==> config.mk <==
export PLATFORM = sky130hd
export DESIGN_NAME = modem_ctl_bank
export DESIGN_NICKNAME = d
export VERILOG_FILES = /design/src/core/modem_ctl_pkg.sv /design/src/core/crc_if.sv /design/src/core/crc32_unit.sv /design/src/core/rx_overflow_detect.sv /design/src/core/modem_ctl_bank.sv
export SDC_FILE = /design/constraint.sdc
export NUM_CORES = 1
export LEC_CHECK = 0
export ABC_AREA = 1
export BUFFER_PORTS_ARGS = -buffer_cell sky130_fd_sc_hd__buf_2
export CAP_MARGIN = 20
export CORE_MARGIN = 3
export CORE_UTILIZATION = 34
export CTS_BUF_LIST = sky130_fd_sc_hd__clkbuf_4 sky130_fd_sc_hd__clkbuf_8 sky130_fd_sc_hd__clkbuf_16
export DETAILED_ROUTE_END_ITERATION = 8
export GPL_TIMING_DRIVEN = 0
export SETUP_SLACK_MARGIN = 0.15
export SLEW_MARGIN = 30
export SYNTH_ARGS = -nofsm -noshare
export SYNTH_HDL_FRONTEND = slang
export SYNTH_HIERARCHICAL = 1
export SYNTH_SLANG_ARGS = --single-unit
==> constraint.sdc <==
create_clock -name pclk -period 2.92 [get_ports pclk]
set_input_delay 0.292 -clock pclk [delete_from_list [all_inputs] [get_ports pclk]]
set_output_delay 0.292 -clock pclk [all_outputs]
set_load 0.05 [all_outputs]
==> src/core/modem_ctl_pkg.sv <==
// Constants for the modem interrupt and cipher control bank.
// Assumes one pclk domain and an APB slave with 32-bit data.
package modem_ctl_pkg;
  localparam int ADDR_W = 8;
  // Register index; byte address is four times the index
  localparam logic [5:0] IDX_INT = 6'h00;
  localparam logic [5:0] IDX_CIPH = 6'h01;
  localparam logic [5:0] IDX_ADDR = 6'h02;
  localparam logic [5:0] IDX_CNT = 6'h03;
  localparam logic [15:0] INT_RESET = 16'h0000;
  localparam logic [7:0] CIPH_RESET = 8'h1c;
  localparam logic [15:0] ADDR_RESET = 16'h0000;
  localparam logic [15:0] CNT_RESET = 16'h0000;
  // Interrupt register fields: flags 7:0, enables 15:8
  localparam int F_CIPHER = 4;
  localparam int F_OVR = 7;
  localparam int EN_CIPHER = 12;
  localparam int EN_OVR = 15;
  // Cipher control fields
  localparam int C_START = 0;
  localparam int C_MODE = 1;
  localparam int C_OP = 2;
  localparam int C_IDLE = 4;
  localparam logic [1:0] OP_NONE = 2'b00;
  localparam logic [1:0] OP_CRC = 2'b01;
  localparam logic [1:0] OP_CIPH = 2'b10;
  localparam logic [31:0] CRC_SEED = 32'hffffffff;
  localparam logic [31:0] CRC_POLY = 32'h04c11db7;
  localparam logic [1:0] LAST_WORD = 2'h3;
  localparam logic [15:0] BLK_WORDS = 16'h0004;
  typedef enum logic [6:0] {
    S_IDLE = 7'b0000001,
    S_READ = 7'b0000010,
    S_CAPT = 7'b0000100,
    S_CIPH = 7'b0001000,
    S_WRITE = 7'b0010000,
    S_CRC = 7'b0100000,
    S_DONE = 7'b1000000
  } eng_state_t;
endpackage

==> src/core/crc_if.sv <==
// Carrier between the cipher sequencer and the CRC32 unit.
// Assumes both ends run on pclk.
`timescale 1ns/1ps
`default_nettype none
interface crc_if;
  logic init;
  logic step;
  logic [15:0] data;
  logic [31:0] value;
  modport engine (output init, output step, output data, input value);
  modport unit (input init, input step, input data, output value);
endinterface
`default_nettype wire

==> src/core/crc32_unit.sv <==
// CRC32 accumulator, 16 bits per step, MSB first.
// Assumes init and step come from the sequencer on pclk.
`timescale 1ns/1ps
`default_nettype none
module crc32_unit (
  // Clock and reset
  input wire logic pclk,
  input wire logic presetn,
  // Sequencer side
  crc_if.unit crc
);
  import modem_ctl_pkg::*;

  logic [31:0] crc_reg;
  logic [31:0] crc_next;

  always_comb begin
    crc_next = crc_reg;
    for (int i = 15; i >= 0; i--) begin
      if (crc_next[31] ^ crc.data[i]) begin
        crc_next = {crc_next[30:0], 1'b0} ^ CRC_POLY;
      end else begin
        crc_next = {crc_next[30:0], 1'b0};
      end
    end
  end

  always_ff @(posedge pclk or negedge presetn) begin
    if (!presetn) begin
      crc_reg <= CRC_SEED;
    end else if (crc.init) begin
      crc_reg <= CRC_SEED;
    end else if (crc.step) begin
      crc_reg <= crc_next;
    end
  end

  assign crc.value = crc_reg;
endmodule
`default_nettype wire

==> src/core/rx_overflow_detect.sv <==
// Receive overflow detector with decoder flush pulse.
// Assumes frame status comes from same-clock receive logic.
`timescale 1ns/1ps
`default_nettype none
module rx_overflow_detect (
  // Clock and reset
  input wire logic pclk,
  input wire logic presetn,
  // Control and status
  input wire logic enable,
  input wire logic new_frame,
  input wire logic pending,
  // Results
  output logic detect,
  output logic flush
);
  logic frame_d_reg;
  logic hit;

  // New frame while decoder busy
  assign hit = enable && new_frame && !frame_d_reg && pending;

  always_ff @(posedge pclk or negedge presetn) begin
    if (!presetn) begin
      frame_d_reg <= 1'b0;
      detect <= 1'b0;
      flush <= 1'b0;
    end else begin
      frame_d_reg <= new_frame;
      detect <= hit;
      // Flush only when enabled
      flush <= hit;
    end
  end
endmodule
`default_nettype wire

==> src/core/modem_ctl_bank.sv <==
// Interrupt control and cipher control bank with cipher sequencer.
// Assumes APB3 master on pclk, async-read buffer memory, external
// 64-bit cipher core, and same-clock modem event pulses.
//
// How it works
// Enabled overflow sets its flag and flushes the decoder frame.
// Overflow detector disabled means no flush at all.
// Physical transmit enable gates the last-bit-sent interrupt.
// Buffer transmit enable gates the frame-sent interrupt.
// Physical receive enable gates the last-bit-decoded interrupt.
// Buffer receive enable gates the frame-stored interrupt.
// Cipher enable gates the operation-finished interrupt.
// Carrier sense enable gates the carrier-detected interrupt.
// Frame detect enable gates the valid-frame interrupt.
// Pending decoder data at new frame means overflow.
// Every reset loads cipher control with 1Ch.
// Cipher control bits 3:0 read/write, bit 4 read-only.
// Writing start launches cipher with current settings.
// Source data is read from the cipher address.
// With cipher on, each block is written back in place until count done.
// CRC32 of processed data is appended after the data.
// Start reseeds the CRC32 accumulator to all ones.
// Hardware clears start once the operation begins.
// Mode: zero decrypts, one encrypts; software alone changes it.
// Event flags stay set until firmware clears them.
// Cipher done flag waits for both CRC write cycles.
// Operation field: 00 off, 01 CRC only, 10 cipher only.
// Interrupt request when any flag meets its enable.
`timescale 1ns/1ps
`default_nettype none
module modem_ctl_bank (
  // Clock and reset
  input wire logic pclk,
  input wire logic presetn,
  // APB slave
  input wire logic psel,
  input wire logic penable,
  input wire logic pwrite,
  input wire logic [modem_ctl_pkg::ADDR_W-1:0] paddr,
  input wire logic [31:0] pwdata,
  output logic [31:0] prdata,
  output logic pready,
  output logic pslverr,
  // Modem events
  input wire logic phy_tx_done,
  input wire logic buffer_tx_done,
  input wire logic phy_rx_done,
  input wire logic buffer_rx_done,
  input wire logic carrier_detect,
  input wire logic frame_detect,
  // Receive status and decoder flush
  input wire logic new_frame_received,
  input wire logic decoder_data_pending,
  output logic decoder_flush,
  // Buffer memory
  output logic [15:0] mem_addr,
  output logic mem_rd,
  output logic mem_wr,
  output logic [15:0] mem_wdata,
  input wire logic [15:0] mem_rdata,
  // Cipher core
  output logic cipher_go,
  output logic cipher_encrypt,
  output logic [63:0] cipher_block,
  input wire logic [63:0] cipher_result,
  input wire logic cipher_done,
  // Interrupt request
  output logic irq
);
  import modem_ctl_pkg::*;

  logic [15:0] int_reg;
  logic start_reg;
  logic [1:0] op_reg;
  logic [15:0] cipher_address_reg;
  logic [15:0] cipher_block_count_reg;
  logic cipher_done_pulse;
  logic ovr_detect;
  logic [7:0] ev_set;
  logic access;
  logic int_wr;
  logic ciph_wr;
  logic launch;
  logic crc_on;
  logic ciph_on;
  logic [31:0] rd_next;
  logic rd_ok;
  eng_state_t state;
  logic [15:0] ptr_reg;
  logic [15:0] left_reg;
  logic [1:0] idx_reg;
  logic half_reg;
  logic [15:0] cur_word;
  crc_if crc ();

  crc32_unit u_crc (
    .pclk(pclk),
    .presetn(presetn),
    .crc(crc)
  );

  rx_overflow_detect u_ovr (
    .pclk(pclk),
    .presetn(presetn),
    .enable(int_reg[EN_OVR]),
    .new_frame(new_frame_received),
    .pending(decoder_data_pending),
    .detect(ovr_detect),
    .flush(decoder_flush)
  );

  // APB: one wait state, write and read at the pready edge
  assign access = psel && penable && pready;
  assign int_wr = access && pwrite && (paddr[7:2] == IDX_INT);
  assign ciph_wr = access && pwrite && (paddr[7:2] == IDX_CIPH);

  always_comb begin
    rd_ok = 1'b1;
    case (paddr[7:2])
      IDX_INT: rd_next = {16'h0000, int_reg};
      // Bit 4 shows engine idle
      IDX_CIPH: rd_next = {27'h0000000, state == S_IDLE, op_reg, cipher_encrypt, start_reg};
      IDX_ADDR: rd_next = {16'h0000, cipher_address_reg};
      IDX_CNT: rd_next = {16'h0000, cipher_block_count_reg};
      default: begin
        rd_next = 32'h00000000;
        rd_ok = 1'b0;
      end
    endcase
  end

  always_ff @(posedge pclk or negedge presetn) begin
    if (!presetn) begin
      pready <= 1'b0;
      prdata <= 32'h00000000;
      pslverr <= 1'b0;
    end else begin
      pready <= psel && penable && !pready;
      prdata <= (psel && penable && !pready && !pwrite) ? rd_next : 32'h00000000;
      pslverr <= psel && penable && !pready && !rd_ok;
    end
  end

  // Event flag sources
  // Carrier and frame detect flags
  assign ev_set = {ovr_detect, frame_detect, carrier_detect, cipher_done_pulse,
                   buffer_rx_done, phy_rx_done, buffer_tx_done, phy_tx_done};

  // Sticky flags, hardware set wins over a clear
  always_ff @(posedge pclk or negedge presetn) begin
    if (!presetn) begin
      int_reg <= INT_RESET;
    end else if (int_wr) begin
      int_reg <= pwdata[15:0] | {8'h00, ev_set};
    end else begin
      int_reg[7:0] <= int_reg[7:0] | ev_set;
    end
  end

  // Request from any enabled flag
  always_ff @(posedge pclk or negedge presetn) begin
    if (!presetn) begin
      irq <= 1'b0;
    end else begin
      irq <= |(int_reg[7:0] & int_reg[15:8]);
    end
  end

  // Cipher control reset and software access
  always_ff @(posedge pclk or negedge presetn) begin
    if (!presetn) begin
      cipher_encrypt <= CIPH_RESET[C_MODE];
      op_reg <= CIPH_RESET[C_OP +: 2];
    end else if (ciph_wr) begin
      // Mode only written by software
      cipher_encrypt <= pwdata[C_MODE];
      op_reg <= pwdata[C_OP +: 2];
    end
  end

  // Start set by software, cleared at launch
  always_ff @(posedge pclk or negedge presetn) begin
    if (!presetn) begin
      start_reg <= CIPH_RESET[C_START];
    end else if (ciph_wr) begin
      start_reg <= pwdata[C_START];
    end else if (launch) begin
      start_reg <= 1'b0;
    end
  end

  always_ff @(posedge pclk or negedge presetn) begin
    if (!presetn) begin
      cipher_address_reg <= ADDR_RESET;
      cipher_block_count_reg <= CNT_RESET;
    end else if (access && pwrite) begin
      if (paddr[7:2] == IDX_ADDR) begin
        cipher_address_reg <= pwdata[15:0];
      end
      if (paddr[7:2] == IDX_CNT) begin
        cipher_block_count_reg <= pwdata[15:0];
      end
    end
  end

  // Operation field decode; 11 runs both
  assign crc_on = op_reg[0];
  assign ciph_on = op_reg[1];
  assign launch = (state == S_IDLE) && start_reg;
  assign cur_word = cipher_block[{idx_reg, 4'h0} +: 16];

  // Reseed CRC at launch
  assign crc.init = launch;
  // CRC over processed words
  assign crc.step = (state == S_WRITE) && crc_on;
  assign crc.data = cur_word;

  // Sequencer
  always_ff @(posedge pclk or negedge presetn) begin
    if (!presetn) begin
      state <= S_IDLE;
      ptr_reg <= 16'h0000;
      left_reg <= 16'h0000;
      idx_reg <= 2'h0;
      half_reg <= 1'b0;
      mem_addr <= 16'h0000;
      mem_rd <= 1'b0;
      mem_wr <= 1'b0;
      mem_wdata <= 16'h0000;
      cipher_go <= 1'b0;
      cipher_block <= 64'h0000000000000000;
      cipher_done_pulse <= 1'b0;
    end else begin
      mem_rd <= 1'b0;
      mem_wr <= 1'b0;
      cipher_go <= 1'b0;
      cipher_done_pulse <= 1'b0;
      case (state)
        S_IDLE: begin
          if (start_reg) begin
            // Begin at the programmed address
            ptr_reg <= cipher_address_reg;
            left_reg <= cipher_block_count_reg;
            idx_reg <= 2'h0;
            half_reg <= 1'b0;
            if (op_reg == OP_NONE) begin
              state <= S_DONE;
            end else if (cipher_block_count_reg == 16'h0000) begin
              state <= crc_on ? S_CRC : S_DONE;
            end else begin
              state <= S_READ;
            end
          end
        end
        S_READ: begin
          mem_rd <= 1'b1;
          mem_addr <= ptr_reg + {14'h0000, idx_reg};
          state <= S_CAPT;
        end
        S_CAPT: begin
          cipher_block[{idx_reg, 4'h0} +: 16] <= mem_rdata;
          if (idx_reg == LAST_WORD) begin
            idx_reg <= 2'h0;
            cipher_go <= ciph_on;
            state <= ciph_on ? S_CIPH : S_WRITE;
          end else begin
            idx_reg <= idx_reg + 2'h1;
            state <= S_READ;
          end
        end
        S_CIPH: begin
          if (cipher_done) begin
            cipher_block <= cipher_result;
            state <= S_WRITE;
          end
        end
        S_WRITE: begin
          // Write back over the source
          mem_wr <= ciph_on;
          mem_addr <= ptr_reg + {14'h0000, idx_reg};
          mem_wdata <= cur_word;
          idx_reg <= idx_reg + 2'h1;
          if (idx_reg == LAST_WORD) begin
            ptr_reg <= ptr_reg + BLK_WORDS;
            left_reg <= left_reg - 16'h0001;
            if (left_reg != 16'h0001) begin
              state <= S_READ;
            end else begin
              state <= crc_on ? S_CRC : S_DONE;
            end
          end
        end
        S_CRC: begin
          // Append CRC high half, then low half
          mem_wr <= 1'b1;
          mem_addr <= ptr_reg + {15'h0000, half_reg};
          mem_wdata <= half_reg ? crc.value[15:0] : crc.value[31:16];
          half_reg <= 1'b1;
          if (half_reg) begin
            state <= S_DONE;
          end
        end
        S_DONE: begin
          // Done only after both CRC writes
          cipher_done_pulse <= 1'b1;
          state <= S_IDLE;
        end
        default: state <= S_IDLE;
      endcase
    end
  end
endmodule
`default_nettype wire

======== After elaboration in Yosys (flattened, before gate mapping) ========
Cells that the tools add are included.
storage, ports and cells
  memory bits (writable) .................. 0
  memory bits (read-only) ................. 0
  memories ................................ 0
  flip-flop bits (word level) ............. 263
  latch bits .............................. 0
  output and inout port bits .............. 136
cells by class
  equality and inequality tests ........... 16
  shift operators ......................... 3
  multipliers ............................. 0
  $add $sub $neg .......................... 6
  magnitude comparators ................... 0
  reductions and logical operators ........ 38
  mux-type cells .......................... 57
  bitwise gates (word level) .............. 35
  divide/modulo/power cells ............... 0
operators by type and width
  kind                       count
  $mux W27                   16
  $not A14 Y14               16
  $pmux W16 S2               4
  $pmux W64 S2               1
  $mux W32                   3
  $mux W16                   5
  $bwmux W64                 1
  $mux W64                   1
  $pmux W16 S4               1
  $shift A16 B8 Y64 const A  1
  $shiftx A16 B8 Y64         1
  $shiftx A64 B7 Y16         1
  $mux W7                    8
  $pmux W7 S6                1
  $add A16 B1 Y16            1
  $add A16 B2 Y16            1
  $add A16 B3 Y16 const B    1
  $logic_not A16 Y1          1
  $ne A16 B1 Y1 const B      1
  $or A16 B8 Y16             1
  $sub A16 B1 Y16 const B    1
  $xor A1 B1 Y1              16
  $reduce_bool A2 Y1         7
  $logic_and A1 B1 Y1        13
  32 further kinds           52

======== Longest topological paths before layout ========
  word-level depth ........................ 35
  gate-level depth with buffers ........... 25
  gate-level depth less buffers ........... 23

======== Modules after synthesis ========
The synthesis kept the hierarchy.
by module, submodules not included
  module              cells each  times used  area each (sq um)
  modem_ctl_bank      1644        1           11756.3
  crc32_unit          617         1           3945.0
  rx_overflow_detect  7           1           75.1

======== Worst setup path after synthesis ========
OpenSTA, ideal clock, no wires.
  path type ............................... register to register
  from .................................... reg idx_reg[0]
  to ...................................... reg u_crc.crc_reg[8] (netlist: u_crc/crc.value[8])
  slack ................................... 50 ps
  stages on the path, launching flop included .. 24
  required time ........................... 2848 ps
  data arrival time ....................... 2798 ps
  cell sequence ........................... dfrtp_1 buf_2 inv_1 clkbuf_1 clkbuf_1 nand2_1 a21oi_1 inv_1 nand2_1 nand2_2 nand2_1 nand2_2 nand2_2 nand3_2 nand2_8 inv_6 nand2_4 nand2_2 nand2_1 nand2_1 nand2_1 nand3_1 nand2_1 inv_1
on the way
  longest elaborated chain between the ends .. 21
  elaborated cells on any way between the ends .. 43
  classes of those cells .................. shift (1); mux (18); bitwise (24)
RTL lines
  element                        RTL line               text
  start, declared                modem_ctl_bank.sv:91   logic [1:0] idx_reg;
  start signal, assigned         modem_ctl_bank.sv:267  idx_reg <= idx_reg + 2'h1;
  start signal, assigned         modem_ctl_bank.sv:282  idx_reg <= idx_reg + 2'h1;
  $shiftx A64 B7 Y16 *           modem_ctl_bank.sv:210  assign cur_word = cipher_block[{idx_reg, 4'h0} +: 16];
  via crc.data[15]               crc_if.sv:8            logic [15:0] data;
  $xor A1 B1 Y1 *                crc32_unit.sv:20       if (crc_next[31] ^ crc.data[i]) begin
  $mux W27 *                     crc32_unit.sv:20
  $mux W27 (2 in series)         crc32_unit.sv:20
  $not A14 Y14 (no source line)  -
  $mux W27                       crc32_unit.sv:20
  $xor A1 B1 Y1                  crc32_unit.sv:20
  (+4 left out)                  -
  $not A14 Y14 (no source line)  -
  $mux W27 (2 in series)         crc32_unit.sv:20
  $not A14 Y14 (no source line)  -
  $mux W27                       crc32_unit.sv:20
  $not A14 Y14 (no source line)  -
  $mux W27 *                     crc32_unit.sv:20
  $mux W32 *                     crc32_unit.sv:33       end else if (crc.step) begin
  $mux W32 *                     crc32_unit.sv:31       end else if (crc.init) begin
  end signal, assigned           crc32_unit.sv:34       crc_reg <= crc_next;
  end, declared                  crc32_unit.sv:14       logic [31:0] crc_reg;
The timed path passes the listed nets; every way through them passes the cells marked *. The select of a mux whose other input is x is not followed.
A chain may end at the register's enable or synchronous reset.

======== Final worst setup path ========
  from .................................... reg idx_reg[0]
  to ...................................... reg u_crc.crc_reg[13] (netlist: u_crc/crc.value[13])
on the way
  elaborated cells on any way between the ends .. 45
  classes of those cells .................. shift (1); mux (18); bitwise (26)
RTL lines
  element                        RTL line
  $shiftx A64 B7 Y16 *           modem_ctl_bank.sv:210
  via crc.data[11]               crc_if.sv:8
  $xor A1 B1 Y1 *                crc32_unit.sv:20
  $mux W27 *                     crc32_unit.sv:20
  $mux W27                       crc32_unit.sv:20
  $not A14 Y14 (no source line)  -
  $mux W27                       crc32_unit.sv:20
  $not A14 Y14 (no source line)  -
  (+7 left out)                  -
  $not A14 Y14 (no source line)  -
  $mux W27                       crc32_unit.sv:20
  $not A14 Y14 (no source line)  -
  $mux W27                       crc32_unit.sv:20
  $not A14 Y14 (no source line)  -
  $mux W27 * (2 in series)       crc32_unit.sv:20
  $mux W32 *                     crc32_unit.sv:33
  $mux W32 *                     crc32_unit.sv:31
Marked as above.

==> reports/qor.csv <==
stage,metric,value,unit
sta,"Hold Violations, Final",0,
min_path,Hold Path Origin,pwdata[9],
setup_path,reg2reg setup slack,0.1,ns
setup_path,WP data arrival,3.32,ns
final_layout,# diodes,0,
sta,Max Transition Viols Final,0,
clocking,clock latency on the worst-skew pair,0.58,ns
place,dpl cells,3121,
global_route,pin count of the biggest net entering global routing,79,
clocking,clock sink count,247,
place,GP Congestion,0.940,
final_layout,# nets final,2798,
power,Switch Pwr,3.12,mW
die,site row count,78,
power,clock share of power,40.5,%
global_route,initial antenna violation count,0,
die,Die W,221,um
power,PwrDens,463,mW/mm2
detailed_routing,vias per cell,5.16,
sta,Clock Skew,0.0219,ns
sta,Tmin final,2.82,ns
synth,Mean Syn Cell Area,6.96,um2
min_path,Hold Path Cell Cnt,3,
setup_path,kind of critical path,reg -> reg,
synth,post-synthesis sequential area ratio,39.5,%
final_layout,max reg flops,64,
clocking,TritonCTS buffer count,30,
die,Die Y,221,um
final_layout,fin cells,3278,
final_layout,fill count,4568,
synth,multiplexer share of the synthesized area,0,%
sta,Tcrit/Tclk final,96.6,%
sta,Peak Freq,355,MHz
setup_path,CP required,3.42,ns
synth,Mapped Area,0.0158,mm2
synth,post-synthesis xor/xnor area fraction,4.12,%
synth,cells taking the most area after synthesis,"dfrtp_1 34%, nand2_1 18%, o21ai_0 6.6%, nand3_1 6.1%, dfstp_2 5.8%",
synth,top cell type by total area after synthesis,dfrtp_1,
setup_path,Crit. End Element,flop,
min_path,hold-critical path endpoint,int_reg[9]$_DFFE_PN0P_,
place,Port-buffer cells,235,
global_route,first-pass GRT wire length,95.9,mm
clocking,maximum clock insertion buffer count,3,
detailed_routing,via count,16926,
synth,Synth Area in Simple Gates,34.2,%
synth,Synth top cells by count,"762 x nand2_1, 245 x inv_1, 212 x dfrtp_1, 207 x o21ai_0, 193 x nand3_1",
power,Gate power share,23.0,%
setup_path,Reg2Reg Depth,23,
sta,setup total negative slack,0,ns
synth,Synth async-reset ratio,100,%
die,Initial Util,34.6,%
setup_path,reg-to-reg startpoint,idx_reg[0]$_DFFE_PN0P_,
power,Sw Ratio,31.8,%
sta,endpoints failing setup,0,
setup_path,crit path launch type,flop,
final_layout,Largest Register,cipher_block,
clocking,Root Driver,clkbuf_16,
place,dpl cell area,0.0179,mm2
global_route,GRT overflow,0,
setup_path,reg-to-reg critical path endpoint,u_crc/crc.value[13]$_DFFE_PN1P_,
setup_path,critical path peak fanout,6,
place,DP Wirelength,47.6,mm
final_layout,fin util,46.5,%
synth,Post-Synthesis Cells,2268,
synth,ys flop type,dfrtp_1,
sta,Slew Limit Headroom,51.1,%
die,core area,0.0456,mm2
final_layout,fraction of layout cells with a size suffix above 1,28.3,%
synth,post-synthesis compound-gate area fraction,12.0,%
synth,Synth Area in Adders,0.841,%
synth,main combinational cell family by area after synthesis,simple AND/OR/NAND/NOR gates,
job,maxcap violations,0,
sta,RSZ-0062 raised after global routing,yes,
detailed_routing,number of DRC markers in iteration 0,1275,
global_route,vias in the first global route,16538,
global_route,total global-route track usage,24.7,%
sta,Worst Max-Slew Pin Slew,0.728,ns
detailed_routing,Routed Antenna Nets,0,
run_status,status,"complete, no violations",
synth,warnings from Yosys,6,
clocking,CTS tree,done,
sta,WHS,0.0333,ns
power,Max rail drop VDD,0.484,mV
die,die area,0.0490,mm2
detailed_routing,drt drc,0,
final_layout,final instance area,0.0212,mm2
clocking,Worst-path clk slew,0.06,ns
detailed_routing,WL/cell,19.2,um
synth,Yosys cell types,52,
final_layout,Syn-to-layout area delta,34.5,%
synth,"EDFF count, synth",0,
power,Pint,6.70,mW
detailed_routing,final wirelength,62.8,mm
power,sequential share of power,36.4,%
die,IO Count,270,
synth,most common cell in the netlist,nand2_1,
clocking,# H-tree levels,1,
power,Static Leak,11.0,nW
detailed_routing,drt pass-1 iters,5,
synth,area share of the largest cell type after synthesis,33.6,%
synth,"flops & latches, synth",247,
min_path,Hold Path Class,in -> reg,
[cells in the final DEF (no fill, tap or decap), drive strengths merged, types with 7 or more instances in the layout]
| cell type | n |
|---|---|
| inv | 264 |
| xnor2 | 13 |
| or2 | 8 |
| dfrtp | 212 |
| o22ai | 20 |
| xor2 | 57 |
| clkinv | 9 |
| nor2 | 136 |
| dlygate4sd3 | 26 |
| nand3b | 19 |
| nor3 | 9 |
| a21oi | 84 |
| nand4 | 12 |
| o21ai | 226 |
| clkbuf | 103 |
| dfstp | 35 |
| ha | 9 |
| buf | 356 |
| a211o | 8 |
| nand2 | 828 |
| nand3 | 203 |
| conb | 16 |
| o221ai | 7 |
[per-stage QoR]
step	power, mW	setup WS (ns)
floorplan	4.85	0.168
global placement	5.44	-3.19
detailed placement	5.47	-0.893
CTS	9.67	0.105
global route	10.3	0.00222
finish	9.82	0.0992
[logic make-up after synthesis]
logic type               after synthesis
flip-flops                           247
AO/OA/AOI/OAI                        355
other                                  1
adder cells (fa/ha/maj)               10
AND/OR/NAND/NOR                     1216
XOR/XNOR                              70
buffers and inverters                369
[layout make-up]
class,count,area (um2),share of cell area [%]
Timing Repair Buffer,338,2190,10.3
Multi-Input combinational cell,1668,9340,44.0
Tap cell,600,751,3.54
Clock buffer,44,911,4.29
Sequential cell,247,6230,29.3
Inverter,266,1050,4.94
Clock inverter,12,144,0.678
Buffer,103,606,2.85
[worst max path at each step]
stage | startpoint | to | depth (start not counted)
after floorplan | idx_reg[0]$_DFFE_PN0P_ | u_crc/crc.value[12]$_DFFE_PN1P_ | 21
after global placement | presetn | cipher_address_reg[12]$_DFFE_PN0P_ | 1
after detailed placement | idx_reg[0]$_DFFE_PN0P_ | u_crc/crc.value[15]$_DFFE_PN1P_ | 21
after CTS | idx_reg[0]$_DFFE_PN0P_ | u_crc/crc.value[15]$_DFFE_PN1P_ | 21
after global routing | idx_reg[0]$_DFFE_PN0P_ | u_crc/crc.value[15]$_DFFE_PN1P_ | 21
final | idx_reg[0]$_DFFE_PN0P_ | u_crc/crc.value[13]$_DFFE_PN1P_ | 23
[power by group through the flow]
stage / Clock [mW] / Sequential, mW / Combinational (mW)
global placement: 0 / 3.63 / 1.81
floorplan: 0 / 3.62 / 1.23
CTS: 4.06 / 3.57 / 2.04
finish: 3.98 / 3.58 / 2.26
global route: 4.20 / 3.59 / 2.48
detailed placement: 0 / 3.63 / 1.83
[per-layer routing]
metal	up-vias	part of all wire [%]	global-route usage [%]
met1	8198	42	32.3
li1	7957	-	-
met4	0	4.3	9.82
met3	138	6.2	3.85
met2	633	48	41.0
met5	-	0	0
[critical path, stage by stage, from the launching register on]
cell and delay, ns:
dfrtp_1 0.40, buf_6 0.15, inv_8 0.08, clkbuf_16 0.16, clkbuf_16 0.16, nand2_2 0.07, a21oi_4 0.20, buf_6 0.13
nand2_1 0.08, nand2_4 0.15, nand2_4 0.07, nand2_4 0.10, inv_2 0.07, nand3_4 0.10, nand2_8 0.10, buf_4 0.15
nand2_2 0.08, nand2_4 0.06, nand2_2 0.08, nand2_1 0.05, nand2_1 0.07, nand3_2 0.09, nand2_1 0.07, inv_1 0.04
[timing repair]
item / CTS / global route
cloned: 3 / 0
gates resized for setup: 199 / 167
endpoints found under the setup margin: 86 / 45
hold buffers: 26 / 0
hold endpoints to repair: 64 / 0
buffers inserted: 37 / 35
pin swaps: 40 / 77
(Power assumes the default switching activity.)
